## config.mk

```make
export PLATFORM = sky130hd
export DESIGN_NAME = rxs_startup_sequencer
export DESIGN_NICKNAME = d
export VERILOG_FILES = /design/src/design/rxs_div_chain.v /design/src/design/rxs_startup_sequencer.v
export VERILOG_INCLUDE_DIRS = /design/src /design/src/inc
export SDC_FILE = /design/constraint.sdc
export NUM_CORES = 1
export LEC_CHECK = 0
export BUFFER_PORTS_ARGS = -buffer_cell sky130_fd_sc_hd__buf_2
export CORE_UTILIZATION = 55
export CTS_CLUSTER_SIZE = 8
export DETAILED_ROUTE_END_ITERATION = 10
export GPL_ROUTABILITY_DRIVEN = 1
export PLACE_DENSITY = 0.83
export SLEW_MARGIN = 25
export SYNTH_ARGS = -nofsm -noshare
export SYNTH_HDL_FRONTEND = slang
export SYNTH_SLANG_ARGS = --single-unit
```

## constraint.sdc

```tcl
create_clock -name CLK_SYS -period 1.75 [get_ports CLK_SYS]
set_input_delay 0.175 -clock CLK_SYS [delete_from_list [all_inputs] [get_ports CLK_SYS]]
set_output_delay 0.175 -clock CLK_SYS [all_outputs]
set_load 0.05 [all_outputs]
```

## src/inc/rxs_consts.vh

```
`ifndef RXS_CONSTS_VH
`define RXS_CONSTS_VH

// pre-charge length in reference clock cycles
`define RXS_PRECHG_CYCLES   13'h1580
`define RXS_PRECHG_W        13

// auxiliary clock divider
`define RXS_CLKDIV_RATIO    8
`define RXS_CLKDIV_W        3

// synthesizer feedback chain, product always the total ratio
`define RXS_NTOT            24
`define RXS_DIV_W           4
`define RXS_N1_BAND_LOW     4'h4
`define RXS_N2_BAND_LOW     4'h6
`define RXS_N1_BAND_HIGH    4'h6
`define RXS_N2_BAND_HIGH    4'h4

// sequencer state codes, one-hot
`define RXS_ST_W            4
`define RXS_ST_SHUT         4'h1
`define RXS_ST_OSC_WAIT     4'h2
`define RXS_ST_PRECHG       4'h4
`define RXS_ST_ACTIVE       4'h8

`endif

```

## src/design/rxs_div_chain.v

```verilog
`timescale 1ns/1ps
`default_nettype none
`include "rxs_consts.vh"

module rxs_div_chain (
  input  wire                  clk,
  input  wire                  rstn,
  input  wire                  run,
  input  wire                  band,
  output reg                   lo2_pulse_q,
  output reg                   pfd_pulse_q,
  output wire [`RXS_DIV_W-1:0] n1_val,
  output wire [`RXS_DIV_W-1:0] n2_val
);

  reg  [`RXS_DIV_W-1:0] n1_cnt_q;
  reg  [`RXS_DIV_W-1:0] n2_cnt_q;
  wire                  n1_wrap;
  wire                  n2_wrap;

  // band sets the split between the two counters
  assign n1_val  = band ? `RXS_N1_BAND_HIGH : `RXS_N1_BAND_LOW;
  assign n2_val  = band ? `RXS_N2_BAND_HIGH : `RXS_N2_BAND_LOW;
  // >= rather than == so a band change mid-count cannot overrun
  assign n1_wrap = (n1_cnt_q >= n1_val - 4'h1);
  assign n2_wrap = (n2_cnt_q >= n2_val - 4'h1);

  // first counter output is the second local oscillator, the
  // second counter divides it further for the phase detector
  always @(posedge clk or negedge rstn) begin
    if (!rstn) begin
      n1_cnt_q    <= 4'h0;
      n2_cnt_q    <= 4'h0;
      lo2_pulse_q <= 1'b0;
      pfd_pulse_q <= 1'b0;
    end else if (!run) begin
      n1_cnt_q    <= 4'h0;
      n2_cnt_q    <= 4'h0;
      lo2_pulse_q <= 1'b0;
      pfd_pulse_q <= 1'b0;
    end else begin
      lo2_pulse_q <= n1_wrap;
      pfd_pulse_q <= n1_wrap && n2_wrap;
      if (n1_wrap) begin
        n1_cnt_q <= 4'h0;
        if (n2_wrap) begin
          n2_cnt_q <= 4'h0;
        end else begin
          n2_cnt_q <= n2_cnt_q + 4'h1;
        end
      end else begin
        n1_cnt_q <= n1_cnt_q + 4'h1;
      end
    end
  end

endmodule // rxs_div_chain
`default_nettype wire

```

## src/design/rxs_startup_sequencer.v

```verilog
// Notes on behaviour
// - receive-enable low keeps shutdown, every receive block off.
// - rising receive-enable edge starts bias and reference oscillator.
// - oscillator first; rest of receiver only after amplitude-reached indication.
// - amplitude-reached also starts capacitor pre-charge.
// - pre-charge ends after exactly 5504 counted clock cycles.
// - data output enabled only after pre-charge count completes.
// - auxiliary clock output is reference clock divided by 8.
// - feedback division from oscillator to phase detector totals 24.
// - two cascaded counters; first gives second LO, second feeds detector.
// - band select sets divider split and matching sideband.
// - modulation select routes FSK demodulator or OOK detector to filter.
// - amplifier select picks amplifiers; undriven in receive enables both.
// - undriven receive-enable reads low, leaving device in shutdown.
// - shutdown releases data output and filter/slicer pins to high-Z.
`timescale 1ns/1ps
`default_nettype none
`include "rxs_consts.vh"

module rxs_startup_sequencer #(
  parameter [`RXS_PRECHG_W-1:0] PRECHARGE_CYCLES = `RXS_PRECHG_CYCLES
) (
  // reference clock and reset
  input  wire                  CLK_SYS,
  input  wire                  RSTN,
  // host pins
  input  wire                  RX_ENABLE,
  input  wire                  BAND_SELECT,
  input  wire                  MOD_SELECT,
  input  wire                  AMP_SELECT,
  input  wire                  AMP_SELECT_HIZ,
  // analog status
  input  wire                  OSC_AMP_OK,
  input  wire                  SLICER_IN,
  // block enables
  output reg                   BIAS_EN,
  output reg                   OSC_EN,
  output reg                   RX_BLOCKS_EN,
  output reg                   PRECHARGE_EN,
  output reg                   FIRST_AMP_EN,
  output reg                   SECOND_AMP_EN,
  output reg                   FSK_DEMOD_EN,
  output reg                   OOK_DET_EN,
  output reg                   SIDEBAND_HIGH,
  // data output and data-path pins
  output reg                   DATA_OUT_O,
  output reg                   DATA_OUT_OE,
  output reg                   FILT_PINS_OE,
  // clock output, open drain
  output wire                  CLK_OUT_O,
  output reg                   CLK_OUT_OE,
  // synthesizer feedback chain
  output wire                  LO2_PULSE,
  output wire                  PFD_PULSE,
  output wire [`RXS_DIV_W-1:0] N1_VALUE,
  output wire [`RXS_DIV_W-1:0] N2_VALUE
);

  localparam [`RXS_ST_W-1:0] ST_SHUT     = `RXS_ST_SHUT;
  localparam [`RXS_ST_W-1:0] ST_OSC_WAIT = `RXS_ST_OSC_WAIT;
  localparam [`RXS_ST_W-1:0] ST_PRECHG   = `RXS_ST_PRECHG;
  localparam [`RXS_ST_W-1:0] ST_ACTIVE   = `RXS_ST_ACTIVE;

  reg  [`RXS_ST_W-1:0]     state_q;
  reg  [`RXS_ST_W-1:0]     state_d;
  reg                      enable_prev_q;
  reg  [`RXS_PRECHG_W-1:0] prechg_cnt_q;
  reg  [`RXS_PRECHG_W-1:0] prechg_cnt_d;
  reg  [`RXS_CLKDIV_W-1:0] clkdiv_q;
  wire                     enable_lvl;
  wire                     enable_rise;
  wire                     prechg_done;
  wire                     osc_running;
  wire                     rx_running;

  // an open or unknown pin reads as low, mimicking the pull-down
  assign enable_lvl  = (RX_ENABLE === 1'b1);
  assign enable_rise = enable_lvl && !enable_prev_q;
  assign prechg_done = (prechg_cnt_q == PRECHARGE_CYCLES - 13'h0001);

  // true in any state where the given block must be powered
  function in_any;
    input [`RXS_ST_W-1:0] st;
    input [`RXS_ST_W-1:0] set;
    begin
      in_any = |(st & set);
    end
  endfunction

  assign osc_running = in_any(state_q, ST_OSC_WAIT | ST_PRECHG | ST_ACTIVE);
  assign rx_running  = in_any(state_q, ST_PRECHG | ST_ACTIVE);

  always @(posedge CLK_SYS or negedge RSTN) begin
    if (!RSTN) begin
      enable_prev_q <= 1'b0;
    end else begin
      enable_prev_q <= enable_lvl;
    end
  end

  // sequencer
  always @* begin
    state_d = state_q;
    case (state_q)
      ST_SHUT: begin
        if (enable_rise) begin
          state_d = ST_OSC_WAIT;
        end
      end
      ST_OSC_WAIT: begin
        if (!enable_lvl) begin
          state_d = ST_SHUT;
        end else if (OSC_AMP_OK) begin
          state_d = ST_PRECHG;
        end
      end
      ST_PRECHG: begin
        if (!enable_lvl) begin
          state_d = ST_SHUT;
        end else if (prechg_done) begin
          state_d = ST_ACTIVE;
        end
      end
      ST_ACTIVE: begin
        if (!enable_lvl) begin
          state_d = ST_SHUT;
        end
      end
      default: begin
        state_d = ST_SHUT;
      end
    endcase
  end

  // counter only runs in pre-charge, cleared everywhere else
  always @* begin
    prechg_cnt_d = {`RXS_PRECHG_W{1'b0}};
    if ((state_q == ST_PRECHG) && enable_lvl && !prechg_done) begin
      prechg_cnt_d = prechg_cnt_q + 13'h0001;
    end
  end

  always @(posedge CLK_SYS or negedge RSTN) begin
    if (!RSTN) begin
      state_q      <= ST_SHUT;
      prechg_cnt_q <= {`RXS_PRECHG_W{1'b0}};
    end else begin
      state_q      <= state_d;
      prechg_cnt_q <= prechg_cnt_d;
    end
  end

  // block enables, all off in shutdown except SIDEBAND_HIGH, which follows BAND_SELECT in every state
  always @(posedge CLK_SYS or negedge RSTN) begin
    if (!RSTN) begin
      BIAS_EN       <= 1'b0;
      OSC_EN        <= 1'b0;
      RX_BLOCKS_EN  <= 1'b0;
      PRECHARGE_EN  <= 1'b0;
      FIRST_AMP_EN  <= 1'b0;
      SECOND_AMP_EN <= 1'b0;
      FSK_DEMOD_EN  <= 1'b0;
      OOK_DET_EN    <= 1'b0;
      SIDEBAND_HIGH <= 1'b0;
    end else begin
      BIAS_EN       <= in_any(state_d, ST_OSC_WAIT | ST_PRECHG | ST_ACTIVE);
      OSC_EN        <= in_any(state_d, ST_OSC_WAIT | ST_PRECHG | ST_ACTIVE);
      RX_BLOCKS_EN  <= in_any(state_d, ST_PRECHG | ST_ACTIVE);
      PRECHARGE_EN  <= (state_d == ST_PRECHG);
      // floating select settles mid-supply: both amplifiers on
      FIRST_AMP_EN  <= in_any(state_d, ST_PRECHG | ST_ACTIVE)
                       && (AMP_SELECT_HIZ || !AMP_SELECT);
      SECOND_AMP_EN <= in_any(state_d, ST_PRECHG | ST_ACTIVE)
                       && (AMP_SELECT_HIZ || AMP_SELECT);
      FSK_DEMOD_EN  <= in_any(state_d, ST_PRECHG | ST_ACTIVE) && !MOD_SELECT;
      OOK_DET_EN    <= in_any(state_d, ST_PRECHG | ST_ACTIVE) && MOD_SELECT;
      SIDEBAND_HIGH <= BAND_SELECT;
    end
  end

  // data output and data-path pins
  always @(posedge CLK_SYS or negedge RSTN) begin
    if (!RSTN) begin
      DATA_OUT_O   <= 1'b0;
      DATA_OUT_OE  <= 1'b0;
      FILT_PINS_OE <= 1'b0;
    end else begin
      DATA_OUT_O   <= (state_d == ST_ACTIVE) ? SLICER_IN : 1'b0;
      DATA_OUT_OE  <= (state_d == ST_ACTIVE);
      FILT_PINS_OE <= in_any(state_d, ST_PRECHG | ST_ACTIVE);
    end
  end

  // divide-by-8 clock; pin pulls low on the low half only
  always @(posedge CLK_SYS or negedge RSTN) begin
    if (!RSTN) begin
      clkdiv_q   <= {`RXS_CLKDIV_W{1'b0}};
      CLK_OUT_OE <= 1'b0;
    end else if (!osc_running) begin
      clkdiv_q   <= {`RXS_CLKDIV_W{1'b0}};
      CLK_OUT_OE <= 1'b0;
    end else begin
      clkdiv_q   <= clkdiv_q + 3'h1;
      CLK_OUT_OE <= !clkdiv_q[`RXS_CLKDIV_W-1];
    end
  end

  assign CLK_OUT_O = 1'b0;

  // feedback divider only runs while the receiver is up
  rxs_div_chain u_div_chain (
    .clk         (CLK_SYS),
    .rstn        (RSTN),
    .run         (rx_running),
    .band        (BAND_SELECT),
    .lo2_pulse_q (LO2_PULSE),
    .pfd_pulse_q (PFD_PULSE),
    .n1_val      (N1_VALUE),
    .n2_val      (N2_VALUE)
  );

endmodule // rxs_startup_sequencer
`default_nettype wire

```

-- Word level (Yosys, flattened, before mapping)
Index checks and enable logic that the tools add are counted.
- flip-flop bits (word level): 42
- bits in latches: 0
- memory bits (writable): 0
- memory bits (read-only): 0
- bits of input ports: 9
- word-level logic and storage cells: 75
- memories: 0
- $add $sub $neg: 6
- multiply operators: 0
- divide/modulo/power cells: 0
- $lt $le $gt $ge: 2
- eq/ne operators: 9
- shift operators: 0
- multiplexer cells: 20
- bitwise logic cells: 0
- reductions and logical operators: 19
- operators by type and width (operator ; number):
    two-way mux 4 bit ; 11
    case mux 4 bit (4 select lines) ; 1
    adder 13 x 1 -> 13 bit (second input constant) ; 1
    == test 13 bit (second input constant) ; 1
    two-way mux 13 bit ; 1
    adder 4 x 1 -> 4 bit (second input constant) ; 2
    == test 4 x 3 -> 1 bit (second input constant) ; 2
    == test 4 bit (second input constant) ; 2
    >= comparator 4 bit ; 2
    logical AND 1 bit ; 8
    subtractor 4 x 1 -> 4 bit (second input constant) ; 2
    OR reduction 3 bit ; 2
    zero test 1 bit ; 5
    == test 4 x 1 -> 1 bit (second input constant) ; 1
    == test 4 x 2 -> 1 bit (second input constant) ; 1
    two-way mux 1 bit ; 4
    two-way mux 2 bit ; 2
    OR reduction 2 bit ; 2
    adder 3 x 1 -> 3 bit (second input constant) ; 1
    two-way mux 3 bit ; 1
    logical OR 1 bit ; 2
    inequality test 2 bit (second input constant) ; 1
    === test 1 bit (second input constant) ; 1

-- Depth between registers and ports, before layout
Gate-level depths: netlist (run 1).
- depth after elaboration: 6
- mapped depth: 6
- mapped depth without buffers: 6

-- Hierarchy
From an unflattened synthesis (run 1), not the netlist that was laid out.
- cell total of the unflattened synthesis: 191
- area, all modules: 2040.7 sq um
- modules (own cells, without submodules) (module ; times used ; cells an instance ; area an instance (sq um) ; sequential area each (sq um)):
    rxs_startup_sequencer ; 1 ; 134 ; 1465.2 ; 802.0
    rxs_div_chain ; 1 ; 57 ; 575.6 ; 250.2

-- Least setup slack after synthesis (run 1)
OpenSTA, ideal clock, no wires.
- path type: input-to-reg
- from: input port BAND_SELECT
- to: register u_div_chain.n2_cnt_q[3]
- setup time: 0.095 ns
- arrival time: 1.588 ns
- path slack: 0.067 ns
- cell stages on the path: 6
- buffers on the path: 0
- cell sequence: inv_1 ha_1 a21o_1 a211oi_2 nand4_1 o31ai_1
- word-level cells in the longest chain between the ends: 6
- elaborated cells between the ends (all ways): 10
- classes of those cells: add/sub (2); order compare (2); eq/ne (1); mux (5)
- ends and longest elaborated chain (what ; line ; RTL):
    start, declared ; rxs_startup_sequencer.v:28 ; input wire BAND_SELECT,
    two-way mux 2 bit (no line) ; - ;
    subtractor 4 x 1 -> 4 bit ; rxs_div_chain.v:26 ; assign n2_wrap = (n2_cnt_q >= n2_val - 4'h1);
    >= comparator 4 bit ; rxs_div_chain.v:26 ;
    two-way mux 4 bit ; rxs_div_chain.v:46 ; if (n2_wrap) begin
    two-way mux 4 bit ; rxs_div_chain.v:44 ; if (n1_wrap) begin
    two-way mux 4 bit ; rxs_div_chain.v:36 ; end else if (!run) begin
    end signal, assigned ; rxs_div_chain.v:49 ; n2_cnt_q <= n2_cnt_q + 4'h1;
    end, declared ; rxs_div_chain.v:17 ; reg [`RXS_DIV_W-1:0] n2_cnt_q;
Several ways; a longest one is shown, not always the timed one. The select of a mux whose other input is x is not followed.
A chain may end at the register's enable or synchronous reset.

-- Final worst setup path (run 1)
- from: register u_div_chain.n2_cnt_q[1]
- to: register u_div_chain.n2_cnt_q[3]
- word-level cells in the longest chain between the ends: 4
- elaborated cells between the ends (all ways): 5
- classes of those cells: add/sub (1); order compare (1); mux (3)
- ends and longest elaborated chain (what ; line):
    adder 4 x 1 -> 4 bit or >= comparator 4 bit (tied branches) ; rxs_div_chain.v:49, rxs_div_chain.v:26
    two-way mux 4 bit * ; rxs_div_chain.v:46
    two-way mux 4 bit * ; rxs_div_chain.v:44
    two-way mux 4 bit * ; rxs_div_chain.v:36
Every way passes the cells marked *; elsewhere a longest branch is shown, timed or not. The select of a mux whose other input is x is not followed.

==> impl_results.md, run 1 <==
* Yosys warns at 0
* CTS Root Cell: clkbuf_8
* Worst hold path class: in2reg
* Main combinational cell family by area after synthesis: simple AND/OR/NAND/NOR gates
* Vias in the first global route at 1,406
* Distinct cells, synth at 41
* Port Buffers at 25
* Post-synthesis register bit count at 42
* TritonRoute pass-1 iters at 4
* Post-route ant nets at 0
* Largest net degree at the start of global routing at 43
* Reg-to-reg startpoint: u_div_chain.n2_cnt_q[1]$_DFFE_PN0P_
* Critical path type: reg2reg
* Remaining Overflow, GRT at 0
* Finished Layout Cells at 275
* DR vias at 1,454
* WL/cell at 13.1 um
* Commonest non-fill, non-tap cell in the layout: dfrtp_1
* Synth area leaders: dfrtp_1 50%, nor2_1 5.2%, ha_1 4.9%
* Outcome: finished, final reports clean
* Final nets at 245
* Layout area overhead at 13.8%
* CP startpoint: u_div_chain.n2_cnt_q[1]$_DFFE_PN0P_
* Maxcap violations at 0
* Post-synth top area share at 50.4%
* GRT Total Usage at 20.3%
* Reg-to-Reg End: u_div_chain.n2_cnt_q[3]$_DFFE_PN0P_
* Initial core utilization at 59.1%
* Crit-path max FO at 5
* Final period utilization at 93.1%
* FMAX at 614 MHz
* Ports at 33
* Prevailing post-synth register cell: dfrtp_1
* Inst Count DP at 265
* Post-synthesis mux area share at 0.492%
* Final GP Congestion at 0.813
* Fillers at 266
* Final Cell Area at 2320 um^2
* Async SR Flop Fraction at 100%
* Peak VDD IR at 826 uV
* PwrDens at 823 nW/um^2
* Most frequent cells in the layout: 41 x dfrtp_1, 28 x nor2_1, 25 x buf_2
* Worst slack, placed at 0.0690 ns
* Placed Area at 2180 um^2
* CP Launch Type: register
* Setup Viol. Count Final at 0
* Clk buf depth at 2
* XOR/XNOR Fraction of Synth Area at 4.31%
* Mapped Area at 2030 um^2
* Min Hold Slack at 0.0469 ns
* DR DRC count at 0
* CP Data Arrival Time at 1.82 ns
* Seq/Total Area, Yosys at 51.7%
* Routed vias/inst at 5.29
* Power Total at 1.91 mW
* Mapped Cells at 197
* Simple-gate portion of the synthesized area at 23.2%
* Area fraction in compound gates after synthesis at 9.29%
* Post-Route WL at 3600 um
* Worst skew pair latency at 0.29 ns
* Final Hold Fails at 0
* Antenna violations before repair at 0
* Final Max Slew Viols at 0
* Row Count at 21
* RSZ-0062 raised after global routing: no
* Die area at 3950 um^2
* Worst reg2reg setup slack at 0.12 ns
* Crit path time final at 1.63 ns
* Share of cells above drive strength 1 at 21.4%
* EDFF count, synth at 0
* Worst setup margin at 0.121 ns
* Synth area leader: dfrtp_1
* Drt first-iter violations at 69
* Placeable Area at 3440 um^2
* Diodes inserted at 0
* CTS tree: done
* Syn_area_per_cell at 10.3 um^2
* Crit. End Element: register
* Clock transition at path regs at 0.08 ns
* TritonCTS Buffers at 5
* H-Tree Depth at 2
* Register-to-Register Path Depth at 5
* Req. time, crit path at 1.94 ns
* Crit path to: u_div_chain.n2_cnt_q[3]$_DFFE_PN0P_
* Die width at 62.8 um
* Die Ht at 62.8 um
* Core Util, Final at 67.3%
* Detailed placement HPWL at 2580 um
* Worst Skew at 0.0115 ns
* Adder-cell share of the synthesized area at 4.92%
* Pleak at 1.13 nW
* Global-route wire length before repair at 6130 um
* Total negative slack at 0 ns
* Clock sinks at 42
-- area by class of cell --
| class | count | area (um^2) | area share, % |
|---|---|---|---|
| inverters | 6 | 22.5 | 0.972 |
| clock inverters | 2 | 37.5 | 1.62 |
| repair buffers | 32 | 180 | 7.78 |
| well taps | 46 | 57.6 | 2.49 |
| multi-input cells | 141 | 893 | 38.6 |
| clock buffers | 6 | 72.6 | 3.13 |
| flip-flops and latches | 42 | 1050 | 45.4 |
-- state kept, by name, indices dropped and copies added (netlist names), 3 cells and up --
register and flops:
prechg_cnt_q 13, u_div_chain.n2_cnt_q 4, u_div_chain.n1_cnt_q 4, clkdiv_q 3, state_q 4
-- worst min path at each step --
| stage | from | end | slack, ns | depth (start not counted) |
|---|---|---|---|---|
| 2_1_floorplan | RSTN | CLK_OUT_OE$_DFF_PN0_ | -0.12 | 0 |
| 5_1_grt | MOD_SELECT | FSK_DEMOD_EN$_DFF_PN0_ | 0.04 | 2 |
| 3_3_place_gp | RSTN | SIDEBAND_HIGH$_DFF_PN0_ | 0.27 | 2 |
| 6_report | BAND_SELECT | SIDEBAND_HIGH$_DFF_PN0_ | 0.05 | 1 |
| 3_5_place_dp | RSTN | u_div_chain.n2_cnt_q[3]$_DFFE_PN0P_ | 0.27 | 2 |
| 4_1_cts | BAND_SELECT | SIDEBAND_HIGH$_DFF_PN0_ | 0.04 | 1 |
-- what timing repair did --
item	4_1_cts	5_1_grt
setup endpoints to repair	0	3
hold buffers	1	0
setup buffers	0	1
endpoints found under the hold margin	41	0
resized for setup	0	1
-- synth_stat cells, types with 2 or more instances --
cell type and instances:
nand2_1 13, o21ai_0 3, nor4_1 2, o21a_1 2, conb_1 2, dfrtp_1 41, nor3b_2 2, xor2_1 4
xnor2_1 6, nor2b_1 5, a21o_1 4, nand3b_1 4, a31oi_1 3, nand4_1 2, nand2b_1 4, nand3_1 8
nor2_1 28, buf_4 11, inv_1 6, a21oi_1 7, and3_2 2, ha_1 8, nor3b_1 3, nor3_1 9
buf_2 2
-- critical path, cell delays in order (launching register included) --
cell and delay, ns:
dfrtp_1 0.42, ha_1 0.28, a21o_1 0.18, a211oi_4 0.29
nand4_1 0.13, o31ai_1 0.23
-- kinds of logic after synthesis --
| kind of cell | Yosys count |
|---|---|
| xor gates and xnor gates | 10 |
| DFF | 42 |
| buffers and inverters | 19 |
| other | 2 |
| AOI/OAI and AO/OA | 26 |
| muxes | 1 |
| adders and majority gates | 8 |
| and+or+nand+nor | 89 |
-- where the power goes --
group,internal (mW),total (mW),switching [mW]
combinational,0.0406,0.164,0.124
sequential,0.985,0.997,0.0124
clock,0.425,0.744,0.318
total,1.45,1.91,0.455
-- per-layer routing --
layer  vias up  GRT usage, %  part of all wire, %
met1       700          26.2                   45
met4         0          9.30                  1.2
li1        720             -                    -
met5         -             0                    0
met3         6          4.56                  3.0
met2        28          32.7                   50
Note: power is estimated with default switching activity, not from simulation.
==> run 2: changes to the inputs <==
- CTS_BUF_LIST: unset -> sky130_fd_sc_hd__clkbuf_2 sky130_fd_sc_hd__clkbuf_4 sky130_fd_sc_hd__clkbuf_8
==> impl_results.md, run 2 (synthesized netlist as in run 1, its figures left out) <==
* Final period utilization at 93.1%
* WL/cell at 13.1 um
* Crit path time final at 1.63 ns
* Worst hold path class: in2reg
* Layout area overhead at 14.0%
* Core Util, Final at 67.4%
* Min Hold Slack at 0.0466 ns
* Clock share of power at 39.5%
* FMAX at 614 MHz
* CP Launch Type: register
* GR peak layer: met2
* Placeable Area at 3440 um^2
* Peak VDD IR at 827 uV
* Power Total at 1.92 mW
* TritonCTS Buffers at 5
* Finished Layout Cells at 275
* Global-route wire length before repair at 6130 um
* Initial core utilization at 59.1%
* Met3 Use GR at 4.56%
* Req. time, crit path at 1.94 ns
* Internal power at 1.47 mW
* Vias in the first global route at 1,406
* CTS Root Cell: clkbuf_8
* Psw at 0.455 mW
* Final GP Congestion at 0.813
* Final nets at 245
* Slowest cell on crit path: dfrtp_1
* Final Hold Fails at 0
* Most frequent cells in the layout: 41 x dfrtp_1, 28 x nor2_1, 25 x buf_2
* Port Buffers at 25
* Critical path type: reg2reg
* Placed Area at 2180 um^2
* PwrDens at 828 nW/um^2
* Maxcap violations at 0
* Clk buf depth at 2
* Post-route ant nets at 0
* Met1 Use GR at 26.2%
* CP Data Arrival Time at 1.82 ns
* Worst skew pair latency at 0.29 ns
* Diodes inserted at 0
* Biggest register: prechg_cnt_q
* Largest stage delay on the critical path at 0.42 ns
* Worst slack, placed at 0.0690 ns
* Net Sw Frac at 23.7%
* Drt first-iter violations at 68
* Crit-path max FO at 5
* Crit path cell chain: ha_1 -> a21o_1 -> a211oi_4 -> nand4_1 -> o31ai_1
* Post-Route WL at 3600 um
* Clock sinks at 42
* Remaining Overflow, GRT at 0
* DR vias at 1,453
* Total negative slack at 0 ns
* Crit. End Element: register
* Worst setup margin at 0.121 ns
* Clock transition at path regs at 0.08 ns
* TritonRoute pass-1 iters at 4
* Ports at 33
* Largest net degree at the start of global routing at 43
* Die width at 62.8 um
* Commonest non-fill, non-tap cell in the layout: dfrtp_1
* Antenna violations before repair at 0
* Share of cells above drive strength 1 at 21.8%
* CTS tree: done
* Sequential power share at 51.9%
* Inst Count DP at 265
* Final Max Slew Viols at 0
* Row Count at 21
* Comb power frac at 8.6%
* Met2 Usage GRT at 32.7%
* Max FFs per register at 13
* Die Ht at 62.8 um
* Worst Skew at 0.0115 ns
* GRT Total Usage at 20.3%
* H-Tree Depth at 2
* Die area at 3950 um^2
* Detailed placement HPWL at 2580 um
* Routed vias/inst at 5.28
* Outcome: finished, final reports clean
* Setup Viol. Count Final at 0
* RSZ-0062 raised after global routing: no
* Final Cell Area at 2320 um^2
* DR DRC count at 0
* WP buf/inv at 0
* Pleak at 1.14 nW
* Cell family with most CP delay: compound AO/OA/AOI/OAI gates
-- run 2: cell count changes in the layout (fill, tap and decap cells not counted) --
cell      before  now
clkbuf_1       1    0
clkbuf_4       0    1
-- run 2: worst register-to-register path: cells and delay by family (launching register included) --
family	cells	cell delay [ns]
AO/OA/AOI/OAI	3	0.70
flip-flops	1	0.42
adder cells (fa/ha/maj)	1	0.28
AND/OR/NAND/NOR	1	0.13
-- run 2: metal layers --
layer	vias to the layer above	wire length (um)
li1	720	-
met2	28	1810
met3	6	108
met5	-	0
met1	699	1640
met4	0	44
-- run 2: timing repair --
| action | 4_1_cts | 5_1_grt |
|---|---|---|
| endpoints found under the hold margin | 41 | 0 |
| endpoints found under the setup margin | 0 | 3 |
| setup buffers | 0 | 1 |
| hold buffers | 1 | 0 |
| resized for setup | 0 | 1 |
-- run 2: cell type report --
type,instances,area [um^2]
fillers,265,1120
flip-flops and latches,42,1050
multi-input cells,141,893
repair buffers,32,180
clock buffers,6,76.3
well taps,46,57.6
clock inverters,2,37.5
inverters,6,22.5
-- run 2: final timing paths --
path,from,endpoint,slack (ns),cells past startpoint
setup / recovery,u_div_chain.n2_cnt_q[1]$_DFFE_PN0P_,u_div_chain.n2_cnt_q[3]$_DFFE_PN0P_,0.12,5
hold / removal,MOD_SELECT,FSK_DEMOD_EN$_DFF_PN0_,0.05,2
setup reg to reg,u_div_chain.n2_cnt_q[1]$_DFFE_PN0P_,u_div_chain.n2_cnt_q[3]$_DFFE_PN0P_,0.12,5
hold reg to reg,clkdiv_q[0]$_DFF_PN0_,clkdiv_q[0]$_DFF_PN0_,0.43,1
max in group asynchronous,RSTN,state_q[0]$_DFF_PN1_,0.93,3
min in group asynchronous,RSTN,SIDEBAND_HIGH$_DFF_PN0_,0.47,3
-- run 2: power groups by stage --
stage | clock, mW | sequential, mW | combinational, mW
2_1_floorplan | 0 | 1.03 | 0.109
3_3_place_gp | 0 | 1.02 | 0.161
3_5_place_dp | 0 | 1.02 | 0.163
4_1_cts | 0.779 | 0.997 | 0.166
5_1_grt | 0.809 | 0.999 | 0.181
6_report | 0.759 | 0.997 | 0.164
